$ cat config.mk
export PLATFORM = sky130hd
export DESIGN_NAME = sample_rate_average_offset
export DESIGN_NICKNAME = d
export VERILOG_FILES = /design/src/sravg_pkg.sv /design/src/sample_rate_divider_core.sv /design/src/slot_accumulator.sv /design/src/sample_rate_average_offset.sv
export SDC_FILE = /design/constraint.sdc
export NUM_CORES = 1
export LEC_CHECK = 0
export BUFFER_PORTS_ARGS = -buffer_cell sky130_fd_sc_hd__buf_2
export CAP_MARGIN = 20
export CORE_ASPECT_RATIO = 0.8
export CORE_UTILIZATION = 50
export DETAILED_ROUTE_END_ITERATION = 10
export PLACE_DENSITY = 0.74
export SLEW_MARGIN = 5
export SYNTH_ARGS = -nofsm -noshare
export SYNTH_HDL_FRONTEND = slang
export SYNTH_HIERARCHICAL = 1
export SYNTH_SLANG_ARGS = --single-unit
$ cat constraint.sdc
create_clock -name sys_clk_in -period 9.6 [get_ports sys_clk_in]
set_input_delay 0.96 -clock sys_clk_in [delete_from_list [all_inputs] [get_ports sys_clk_in]]
set_output_delay 0.96 -clock sys_clk_in [all_outputs]
set_load 0.05 [all_outputs]
$ cat src/sravg_pkg.sv
// shared constants, register map and carrier types for the sample rate / average / offset block
package sravg_pkg;

    // widths
    localparam int ADDR_W     = 9;        // avalon byte address width
    localparam int DATA_W     = 32;       // avalon data width
    localparam int WORD_W     = 16;       // register and sample word width
    localparam int SUM_W      = 32;       // accumulated sum width
    localparam int AVG_W      = 3;        // averaging code width
    localparam int CNT_W      = 18;       // divider counter width (word times four)
    localparam int GRP_W      = 9;        // group size width, up to 128
    localparam int IDX_W      = 7;        // register index width
    localparam int ADDR_LSB   = 2;        // byte address is index times four

    // register indices (byte address = index * 4)
    localparam logic [IDX_W-1:0] IDX_SAMPLE_RATE = 7'h12;
    localparam logic [IDX_W-1:0] IDX_AVG_CFG     = 7'h15;
    localparam logic [IDX_W-1:0] IDX_OFFSET_A1   = 7'h18;
    localparam logic [IDX_W-1:0] IDX_TRIG_SRC    = 7'h4F;
    localparam logic [IDX_W-1:0] IDX_DATA_BUF    = 7'h60;
    localparam logic [IDX_W-1:0] IDX_A1_AVG      = 7'h64;
    localparam logic [IDX_W-1:0] IDX_B1_AVG      = 7'h68;
    localparam logic [IDX_W-1:0] IDX_A1_LOW      = 7'h70;
    localparam logic [IDX_W-1:0] IDX_A1_HIGH     = 7'h74;
    localparam logic [IDX_W-1:0] IDX_B1_LOW      = 7'h78;
    localparam logic [IDX_W-1:0] IDX_B1_HIGH     = 7'h7C;

    // field positions
    localparam int AVG_A_LSB    = 4;      // first slot averaging code [6:4]
    localparam int AVG_B_LSB    = 8;      // second slot averaging code [10:8]
    localparam int TRIG_SEL_LSB = 2;      // trigger source select [3:2]

    // reset values
    localparam logic [WORD_W-1:0] RATE_RESET   = 16'h0028;
    localparam logic [AVG_W-1:0]  AVG_A_RESET  = 3'h0;
    localparam logic [AVG_W-1:0]  AVG_B_RESET  = 3'h6;
    localparam logic [WORD_W-1:0] OFFSET_RESET = 16'h2000;

    // timing: the timebase tick runs at 32 kHz, each divider unit is four ticks
    localparam int TIMEBASE_HZ     = 32000;
    localparam int TICKS_PER_UNIT  = 4;

    // trigger source codes
    typedef enum logic [1:0] {
        TRIG_INTERNAL,
        TRIG_GPIO0,
        TRIG_GPIO1,
        TRIG_RESERVED
    } trig_src_t;

    // avalon-mm request bundle
    typedef struct packed {
        logic                read;
        logic                write;
        logic [ADDR_W-1:0]   address;
        logic [DATA_W-1:0]   writedata;
        logic [DATA_W/8-1:0] byteenable;
    } avmm_req_t;

    // one raw conversion from the adc
    typedef struct packed {
        logic              valid;
        logic              slot_b;      // 0 first slot, 1 second slot
        logic [WORD_W-1:0] data;
    } adc_sample_t;

    // one decimated result from an accumulator
    typedef struct packed {
        logic              valid;
        logic [SUM_W-1:0]  sum;
        logic [WORD_W-1:0] avg;
    } acc_result_t;

    // divider state
    typedef struct packed {
        logic [CNT_W-1:0] cnt;
        logic             pulse;
    } div_state_t;

    // accumulator state
    typedef struct packed {
        logic [GRP_W-2:0] count;
        logic [SUM_W-1:0] sum;
        acc_result_t      res;
    } acc_state_t;

    // top-level state
    typedef struct packed {
        logic [WORD_W-1:0] rate_div;
        logic [AVG_W-1:0]  avg_a;
        logic [AVG_W-1:0]  avg_b;
        logic [WORD_W-1:0] offset_a1;
        logic [1:0]        trig_sel;
        logic              gp0_q;
        logic              gp1_q;
        logic              trigger;
        logic              waitreq;
        logic [DATA_W-1:0] rdata;
        logic              a_valid;
        logic              b_valid;
        logic [WORD_W-1:0] a_data;
        logic [WORD_W-1:0] b_data;
        logic [WORD_W-1:0] avg_a1;
        logic [WORD_W-1:0] avg_b1;
        logic [SUM_W-1:0]  sum_a1;
        logic [SUM_W-1:0]  sum_b1;
        logic [WORD_W-1:0] buf_word;
    } top_state_t;

endpackage : sravg_pkg

$ cat src/sample_rate_divider_core.sv
// sample-rate divider: one pulse every divider*4 timebase ticks
`timescale 1ns/1ps
module sample_rate_divider_core (
    input  wire logic                          sys_clk_in,
    input  wire logic                          rst_n_in,
    input  wire logic                          tick_in,     // 32 kHz timebase pulse
    input  wire logic [sravg_pkg::WORD_W-1:0]  divider_in,  // divider register value
    output logic                               pulse_out    // one-cycle sample pulse
);
    sravg_pkg::div_state_t s_reg;
    sravg_pkg::div_state_t s_next;
    logic [sravg_pkg::CNT_W-1:0] target;     // ticks per sample period

    // period in ticks is the register times four
    always_comb begin
        target = sravg_pkg::CNT_W'(divider_in) * sravg_pkg::CNT_W'(sravg_pkg::TICKS_PER_UNIT);
        s_next = s_reg;
        s_next.pulse = 1'b0;
        if (divider_in == '0) begin
            // zero would mean an infinite rate; park the counter instead
            s_next.cnt = '0;
        end else if (tick_in) begin
            if (s_reg.cnt >= target - sravg_pkg::CNT_W'(1)) begin
                s_next.cnt   = '0;
                s_next.pulse = 1'b1;
            end else begin
                s_next.cnt = s_reg.cnt + sravg_pkg::CNT_W'(1);
            end
        end
    end

    // state register
    always_ff @(posedge sys_clk_in or negedge rst_n_in) begin
        if (!rst_n_in) begin
            s_reg <= '0;
        end else begin
            s_reg <= s_next;
        end
    end

    assign pulse_out = s_reg.pulse;
endmodule : sample_rate_divider_core

$ cat src/slot_accumulator.sv
// per-slot sum of 2^n samples with one decimated result per group
`timescale 1ns/1ps
module slot_accumulator (
    input  wire logic                          sys_clk_in,
    input  wire logic                          rst_n_in,
    input  wire logic                          sample_valid_in, // one-cycle sample strobe
    input  wire logic [sravg_pkg::WORD_W-1:0]  sample_in,       // sample, offset-corrected on the first slot only
    input  wire logic [sravg_pkg::AVG_W-1:0]   avg_code_in,     // code n selects 2^n samples
    output sravg_pkg::acc_result_t             result_out       // registered result
);
    sravg_pkg::acc_state_t       s_reg;
    sravg_pkg::acc_state_t       s_next;
    logic [sravg_pkg::SUM_W-1:0] sum_new;    // sum including this sample
    logic [sravg_pkg::GRP_W-1:0] group;      // samples per group

    // accumulate; lowering the code to a group no larger than the samples taken closes the group on the next sample (>=)
    always_comb begin
        group   = sravg_pkg::GRP_W'(1) << avg_code_in;
        sum_new = s_reg.sum + sravg_pkg::SUM_W'(sample_in);
        s_next  = s_reg;
        s_next.res.valid = 1'b0;
        if (sample_valid_in) begin
            if ({1'b0, s_reg.count} + sravg_pkg::GRP_W'(1) >= group) begin
                s_next.res.valid = 1'b1;
                s_next.res.sum   = sum_new;
                s_next.res.avg   = sravg_pkg::WORD_W'(sum_new >> avg_code_in);
                s_next.count     = '0;
                s_next.sum       = '0;
            end else begin
                s_next.count = s_reg.count + 1'b1;
                s_next.sum   = sum_new;
            end
        end
    end

    // state register
    always_ff @(posedge sys_clk_in or negedge rst_n_in) begin
        if (!rst_n_in) begin
            s_reg <= '0;
        end else begin
            s_reg <= s_next;
        end
    end

    assign result_out = s_reg.res;
endmodule : slot_accumulator

$ cat src/sample_rate_average_offset.sv
// sample timing, offset subtraction and per-slot averaging with avalon-mm registers
//
// Contract
// - sample rate is 32 kHz over four times divider
// - second slot averages 2^n samples, reset code 6
// - sum registers hold the last completed group's sum, not average
// - averages go to 16-bit result and buffer
// - each slot outputs once per averaging group
// - first slot has own code, reset code 0
// - subtract programmable offset from first slot channel
// - trigger select: internal divider or gpio pins
`timescale 1ns/1ps
module sample_rate_average_offset (
    input  wire logic                          sys_clk_in,      // 50 MHz system clock
    input  wire logic                          rst_n_in,        // async reset, active low
    input  wire logic                          tick32k_in,      // 32 kHz timebase pulse
    input  wire logic                          gpio0_in,        // external trigger pin 0
    input  wire logic                          gpio1_in,        // external trigger pin 1
    input  sravg_pkg::adc_sample_t             adc_in,          // raw adc conversions
    input  sravg_pkg::avmm_req_t               avmm_req_in,     // avalon-mm request
    output logic [sravg_pkg::DATA_W-1:0]       avmm_readdata_out,
    output logic                               avmm_waitrequest_out,
    output logic                               sample_trigger_out, // one pulse per sample
    output logic                               result_a_valid_out, // first slot result pulse
    output logic                               result_b_valid_out, // second slot result pulse
    output logic [sravg_pkg::WORD_W-1:0]       buffer_word_out     // latest average word
);
    sravg_pkg::top_state_t       s_reg;        // top-level state; divider and accumulators keep their own
    sravg_pkg::top_state_t       s_next;       // next value of the state
    sravg_pkg::acc_result_t      res_a;        // first slot decimated result
    sravg_pkg::acc_result_t      res_b;        // second slot decimated result
    logic                        div_pulse;    // internal sample timing pulse
    logic [sravg_pkg::IDX_W-1:0] idx;          // word index of the access
    logic                        req;          // any request pending
    logic                        accept;       // request completes at this edge
    logic                        gp0_rise;     // rising edge on gpio0
    logic                        gp1_rise;     // rising edge on gpio1
    logic [sravg_pkg::WORD_W:0]  diff_a;       // first slot raw minus offset, with borrow
    logic [sravg_pkg::DATA_W-1:0] rd_mux;      // read data selected by address
    logic [sravg_pkg::DATA_W-1:0] wmask;       // write mask from byte enables

    // internal sample timing from the timebase
    sample_rate_divider_core u_divider (
        .sys_clk_in (sys_clk_in),
        .rst_n_in   (rst_n_in),
        .tick_in    (tick32k_in),
        .divider_in (s_reg.rate_div),
        .pulse_out  (div_pulse)
    );

    // first slot accumulator
    slot_accumulator u_acc_a (
        .sys_clk_in      (sys_clk_in),
        .rst_n_in        (rst_n_in),
        .sample_valid_in (s_reg.a_valid),
        .sample_in       (s_reg.a_data),
        .avg_code_in     (s_reg.avg_a),
        .result_out      (res_a)
    );

    // second slot accumulator
    slot_accumulator u_acc_b (
        .sys_clk_in      (sys_clk_in),
        .rst_n_in        (rst_n_in),
        .sample_valid_in (s_reg.b_valid),
        .sample_in       (s_reg.b_data),
        .avg_code_in     (s_reg.avg_b),
        .result_out      (res_b)
    );

    // request decode; one wait cycle gives registered read data
    always_comb begin
        idx    = avmm_req_in.address[sravg_pkg::ADDR_W-1:sravg_pkg::ADDR_LSB];
        req    = avmm_req_in.read | avmm_req_in.write;
        accept = req & ~s_reg.waitreq;
        for (int i = 0; i < sravg_pkg::DATA_W/8; i++) begin
            wmask[i*8 +: 8] = {8{avmm_req_in.byteenable[i]}};
        end
    end

    // read multiplexer; unmapped words read as zero
    always_comb begin
        rd_mux = '0;
        case (idx)
            sravg_pkg::IDX_SAMPLE_RATE: rd_mux[15:0] = s_reg.rate_div;
            sravg_pkg::IDX_AVG_CFG: begin
                rd_mux[sravg_pkg::AVG_A_LSB +: sravg_pkg::AVG_W] = s_reg.avg_a;
                rd_mux[sravg_pkg::AVG_B_LSB +: sravg_pkg::AVG_W] = s_reg.avg_b;
            end
            sravg_pkg::IDX_OFFSET_A1: rd_mux[15:0] = s_reg.offset_a1;
            sravg_pkg::IDX_TRIG_SRC:  rd_mux[sravg_pkg::TRIG_SEL_LSB +: 2] = s_reg.trig_sel;
            sravg_pkg::IDX_DATA_BUF:  rd_mux[15:0] = s_reg.buf_word;
            sravg_pkg::IDX_A1_AVG:    rd_mux[15:0] = s_reg.avg_a1;
            sravg_pkg::IDX_B1_AVG:    rd_mux[15:0] = s_reg.avg_b1;
            sravg_pkg::IDX_A1_LOW:    rd_mux[15:0] = s_reg.sum_a1[15:0];
            sravg_pkg::IDX_A1_HIGH:   rd_mux[15:0] = s_reg.sum_a1[31:16];
            sravg_pkg::IDX_B1_LOW:    rd_mux[15:0] = s_reg.sum_b1[15:0];
            sravg_pkg::IDX_B1_HIGH:   rd_mux[15:0] = s_reg.sum_b1[31:16];
            default:                  rd_mux = '0;
        endcase
    end

    // next-state logic for the whole block
    always_comb begin
        s_next = s_reg;

        // gpio edge detect; pins are synchronous to the system clock
        s_next.gp0_q = gpio0_in;
        s_next.gp1_q = gpio1_in;
        gp0_rise     = gpio0_in & ~s_reg.gp0_q;
        gp1_rise     = gpio1_in & ~s_reg.gp1_q;

        // sample trigger source; the reserved code gives no triggers
        case (sravg_pkg::trig_src_t'(s_reg.trig_sel))
            sravg_pkg::TRIG_INTERNAL: s_next.trigger = div_pulse;
            sravg_pkg::TRIG_GPIO0:    s_next.trigger = gp0_rise;
            sravg_pkg::TRIG_GPIO1:    s_next.trigger = gp1_rise;
            default:                  s_next.trigger = 1'b0;
        endcase

        // offset subtraction; a negative difference clamps to zero
        diff_a = {1'b0, adc_in.data} - {1'b0, s_reg.offset_a1};
        s_next.a_valid = adc_in.valid & ~adc_in.slot_b;
        s_next.b_valid = adc_in.valid & adc_in.slot_b;
        if (adc_in.valid && !adc_in.slot_b) begin
            s_next.a_data = diff_a[sravg_pkg::WORD_W] ? '0 : diff_a[sravg_pkg::WORD_W-1:0];
        end
        if (adc_in.valid && adc_in.slot_b) begin
            s_next.b_data = adc_in.data;
        end

        // decimated results land in the result, sum and buffer words
        if (res_a.valid) begin
            s_next.avg_a1   = res_a.avg;
            s_next.sum_a1   = res_a.sum;
            s_next.buf_word = res_a.avg;
        end
        if (res_b.valid) begin
            s_next.avg_b1   = res_b.avg;
            s_next.sum_b1   = res_b.sum;
            // second slot follows first in time, so it wins a tie
            s_next.buf_word = res_b.avg;
        end

        // bus handshake: low for exactly one cycle per request
        s_next.waitreq = ~(req & s_reg.waitreq);
        if (req && s_reg.waitreq) begin
            s_next.rdata = avmm_req_in.read ? rd_mux : '0;
        end

        // register writes take effect on the accepting edge only
        if (accept && avmm_req_in.write) begin
            case (idx)
                sravg_pkg::IDX_SAMPLE_RATE: begin
                    s_next.rate_div = (s_reg.rate_div & ~wmask[15:0])
                                    | (avmm_req_in.writedata[15:0] & wmask[15:0]);
                end
                sravg_pkg::IDX_AVG_CFG: begin
                    if (avmm_req_in.byteenable[0]) begin
                        s_next.avg_a = avmm_req_in.writedata[sravg_pkg::AVG_A_LSB +: 3];
                    end
                    if (avmm_req_in.byteenable[1]) begin
                        s_next.avg_b = avmm_req_in.writedata[sravg_pkg::AVG_B_LSB +: 3];
                    end
                end
                sravg_pkg::IDX_OFFSET_A1: begin
                    s_next.offset_a1 = (s_reg.offset_a1 & ~wmask[15:0])
                                     | (avmm_req_in.writedata[15:0] & wmask[15:0]);
                end
                sravg_pkg::IDX_TRIG_SRC: begin
                    if (avmm_req_in.byteenable[0]) begin
                        s_next.trig_sel =
                            avmm_req_in.writedata[sravg_pkg::TRIG_SEL_LSB +: 2];
                    end
                end
                default: begin
                    // read-only or unmapped: write is dropped
                end
            endcase
        end
    end

    // state register with documented reset values
    always_ff @(posedge sys_clk_in or negedge rst_n_in) begin
        if (!rst_n_in) begin
            s_reg           <= '0;
            s_reg.rate_div  <= sravg_pkg::RATE_RESET;
            s_reg.avg_a     <= sravg_pkg::AVG_A_RESET;
            s_reg.avg_b     <= sravg_pkg::AVG_B_RESET;
            s_reg.offset_a1 <= sravg_pkg::OFFSET_RESET;
            s_reg.waitreq   <= 1'b1;
        end else begin
            s_reg <= s_next;
        end
    end

    // outputs straight from flip-flops
    assign avmm_readdata_out    = s_reg.rdata;
    assign avmm_waitrequest_out = s_reg.waitreq;
    assign sample_trigger_out   = s_reg.trigger;
    assign result_a_valid_out   = res_a.valid;
    assign result_b_valid_out   = res_b.valid;
    assign buffer_word_out      = s_reg.buf_word;
endmodule : sample_rate_average_offset

==> summary.txt <==
Outcome
  – Status: completed

Floorplanning
  – Die height: 199.5 um
  – Initial core utilization: 0.5129
  – Rows: 71
  – Die X: 248.9 um
  – Core ar.: 47,530 um^2
  – Die area: 49,640 um^2
  – IO Pins: 122

Finish
  – Most frequent cells in the layout: dfrtp_1, nand2_1, o21ai_0
  – Share of cells above drive strength 1: 0.1678
  – Area of the multi-input gates: 12,440 um^2
  – Layout filler cell count: 4,127
  – Fin nets: 2,552
  – Synth-to-layout area growth: 5.010%
  – Commonest non-fill, non-tap cell in the layout: dfrtp_1
  – Max FFs per register: 140
  – Reg area: 10,090 um^2

Drt
  – Max layer used: met5
  – Routed wl met2: 28.17 mm
  – Drt total wl: 66.66 mm
  – Wl on met1: 30.40 mm
  – Met3 wire len: 6.781 mm
  – Drt drc: 0
  – Drt wl/cell: 21.86 um
  – Starting DRT DRC Count: 1,983
  – Post-route ant nets: 0
  – First-pass DRT Iterations: 5
  – DR vias: 19,010
  – Drt via density: 6.234

Power and ir drop
  – Max IR drop VDD: 0.1525 mV
  – Pwr dens: 253.1 nW/um^2
  – Leak: 11.80 nW
  – Pwr Total: 6.480 mW

Worst setup path
  – Worst setup path class: reg2reg
  – Worst path required time: 10.10 ns
  – WP data arrival: 4.47 ns
  – Reg2Reg Depth: 13
  – Crit start category: flip-flop
  – Crit. End Element: flip-flop
  – Max FO, Critical Path: 36

Timing
  – RSZ-0062 raised after global routing: false
  – Slew Limit Fails: 0
  – Fmax: 251.8 MHz
  – WHS: 0.4737 ns
  – Final Hold Vio Count: 0
  – Fin crit share: 0.4137
  – Slew @ Worst Pin: 1.184 ns
  – Clock Skews: 0.02232 ns
  – Setup_tns: 0 ns
  – Min Tclk post-route: 3.972 ns
  – Normalized max-slew margin: 0.1902
  – Final setup fails: 0

Global route
  – Vias in the first global route: 18,090
  – Grt ovf: 0
  – Antenna violations before repair: 6
  – First-pass GRT wire length: 104.6 mm
  – GR Util All Layers: 0.2703
  – Largest net degree at the start of global routing: 153

Synthesis
  – Cell taking the most area after synthesis: dfrtp_1
  – Yosys warning count: 6
  – Post-synth cell types: 101
  – Post-synth EDFFs: 0
  – Synthesized instance count: 2,496
  – #FFs+latches synth: 403
  – Sequential element share of the synthesized area: 0.4140
  – Yosys top cell area share: 0.4076
  – Ys flop type: dfrtp_1
  – Synthesized cell area: 24,380 um^2
  – Syn_area_per_cell: 9.766 um^2
  – Ys async rst share: 1.000
  – Synth top area cells: dfrtp_1, mux2_2, nand2_1

CTS
  – Setup Buffers After CTS: 0
  – Clk_lat worst skew: 0.59 ns
  – Clock Path Buffers: 3
  – CTS-repair resized insts: 0
  – Clock Sinks: 403
  – Post-CTS Hold Buffers: 0
  – CTS root buffer: clkbuf_16
  – Worst-path clk slew: 0.07 ns
  – Number of H-tree levels: 2
  – Inserted Clock Buffers: 42
  – CTS tree: done

Job
  – Count of max-cap constraint violations: 0

Worst hold path
  – Hold/Removal Path Class: in2async

Placed design
  – HPWL after detailed placement: 49.05 mm
  – GPL Wtd Cong: 0.9670
  – Port Buffers: 85
[cell type report]
class                      instances  share of cell area
tap                              620             0.03031
sequential                       403              0.3944
timing repair buffer             110             0.02483
inverter                          72             0.01056
clock inverter                    18            0.007870
antenna                            3           0.0002933
clock buffer                      58             0.04575
multi-input combinational       1765              0.4860
[per-stage QoR]
stage               std cells  instance area (um^2)  setup WS (ns)  utilization
floorplan                2511                 24430          6.504            -
global placement         2970                 24220          5.801       0.5095
detailed placement       2970                 24220          5.691       0.5095
CTS                      3046                 25590          5.693       0.5384
global route             3046                 25590          5.371       0.5384
finish                   3049                 25600          5.628       0.5386
[routing by layer]
| layer | up-vias | GRT usage |
|---|---|---|
| li1 | 8670 | - |
| met1 | 9480 | 0.3955 |
| met2 | 771 | 0.3980 |
| met3 | 83 | 0.06995 |
| met4 | 2 | 0.06510 |
| met5 | - | 0 |
[synthesized netlist by cell type, types with 16 or more instances]
cell	count
a21o_1	44
a21oi_1	97
a22o_1	34
a22oi_1	20
a31oi_1	18
and3_1	41
buf_2	16
buf_4	152
clkbuf_1	83
dfrtp_1	397
ha_1	85
inv_1	68
mux2_2	142
mux2i_1	41
mux4_2	23
nand2_1	381
nand2b_1	21
nand3_1	85
nor2_1	72
nor3_1	37
nor4_1	19
o211ai_1	17
o21ai_0	173
o2bb2ai_1	42
o31ai_1	16
xnor2_1	63
xor2_1	30
[worst max-delay path: stages (launching register included)]
cell and delay, ns:
dfstp_2 0.77, inv_1 0.32, nor2_1 0.24, nand2_1 0.11, ha_1 0.32, a21o_1 0.19, a21o_1 0.19, a21oi_1 0.14
o21ai_0 0.12, a21o_1 0.19, buf_4 0.25, nor2_1 0.69, nand2_1 0.13, o21ai_0 0.21
[path summary, 6_finish.rpt]
check                                startpoint                endpoint  slack [ns]
min in group sys_clk_in    avmm_readdata_out[7]    avmm_readdata_out[7]        0.48
setup / recovery                     s_reg[202]       u_acc_b/s_reg[71]        5.63
setup reg to reg                     s_reg[202]       u_acc_b/s_reg[71]        5.63
hold / removal                         rst_n_in       u_acc_a/s_reg[78]        0.47
hold reg to reg            avmm_readdata_out[7]    avmm_readdata_out[7]        0.48
max in group asynchronous              rst_n_in  u_acc_b/result_out[48]        7.00
[report_power, final]
group | internal, mW | switching [mW]
Sequential | 2.07 | 0.314
Combinational | 0.899 | 1.55
Clock | 0.922 | 0.717
Total | 3.89 | 2.58
[cell families (layout without fill, tap and decap cells)]
group                    after synthesis  count (layout)  synth area share
AND/OR/NAND/NOR                      753             753            0.1505
AO/OA/AOI/OAI                        608             608            0.1734
flip-flops                           403             403            0.4140
buffers and inverters                343             258           0.07812
multiplexers                         207             207            0.1043
XOR/XNOR                              93              93           0.03342
adder cells (fa/ha/maj)               88              88           0.04609
other                                  1              19         0.0001538
Power figures use the tool's default switching activity.
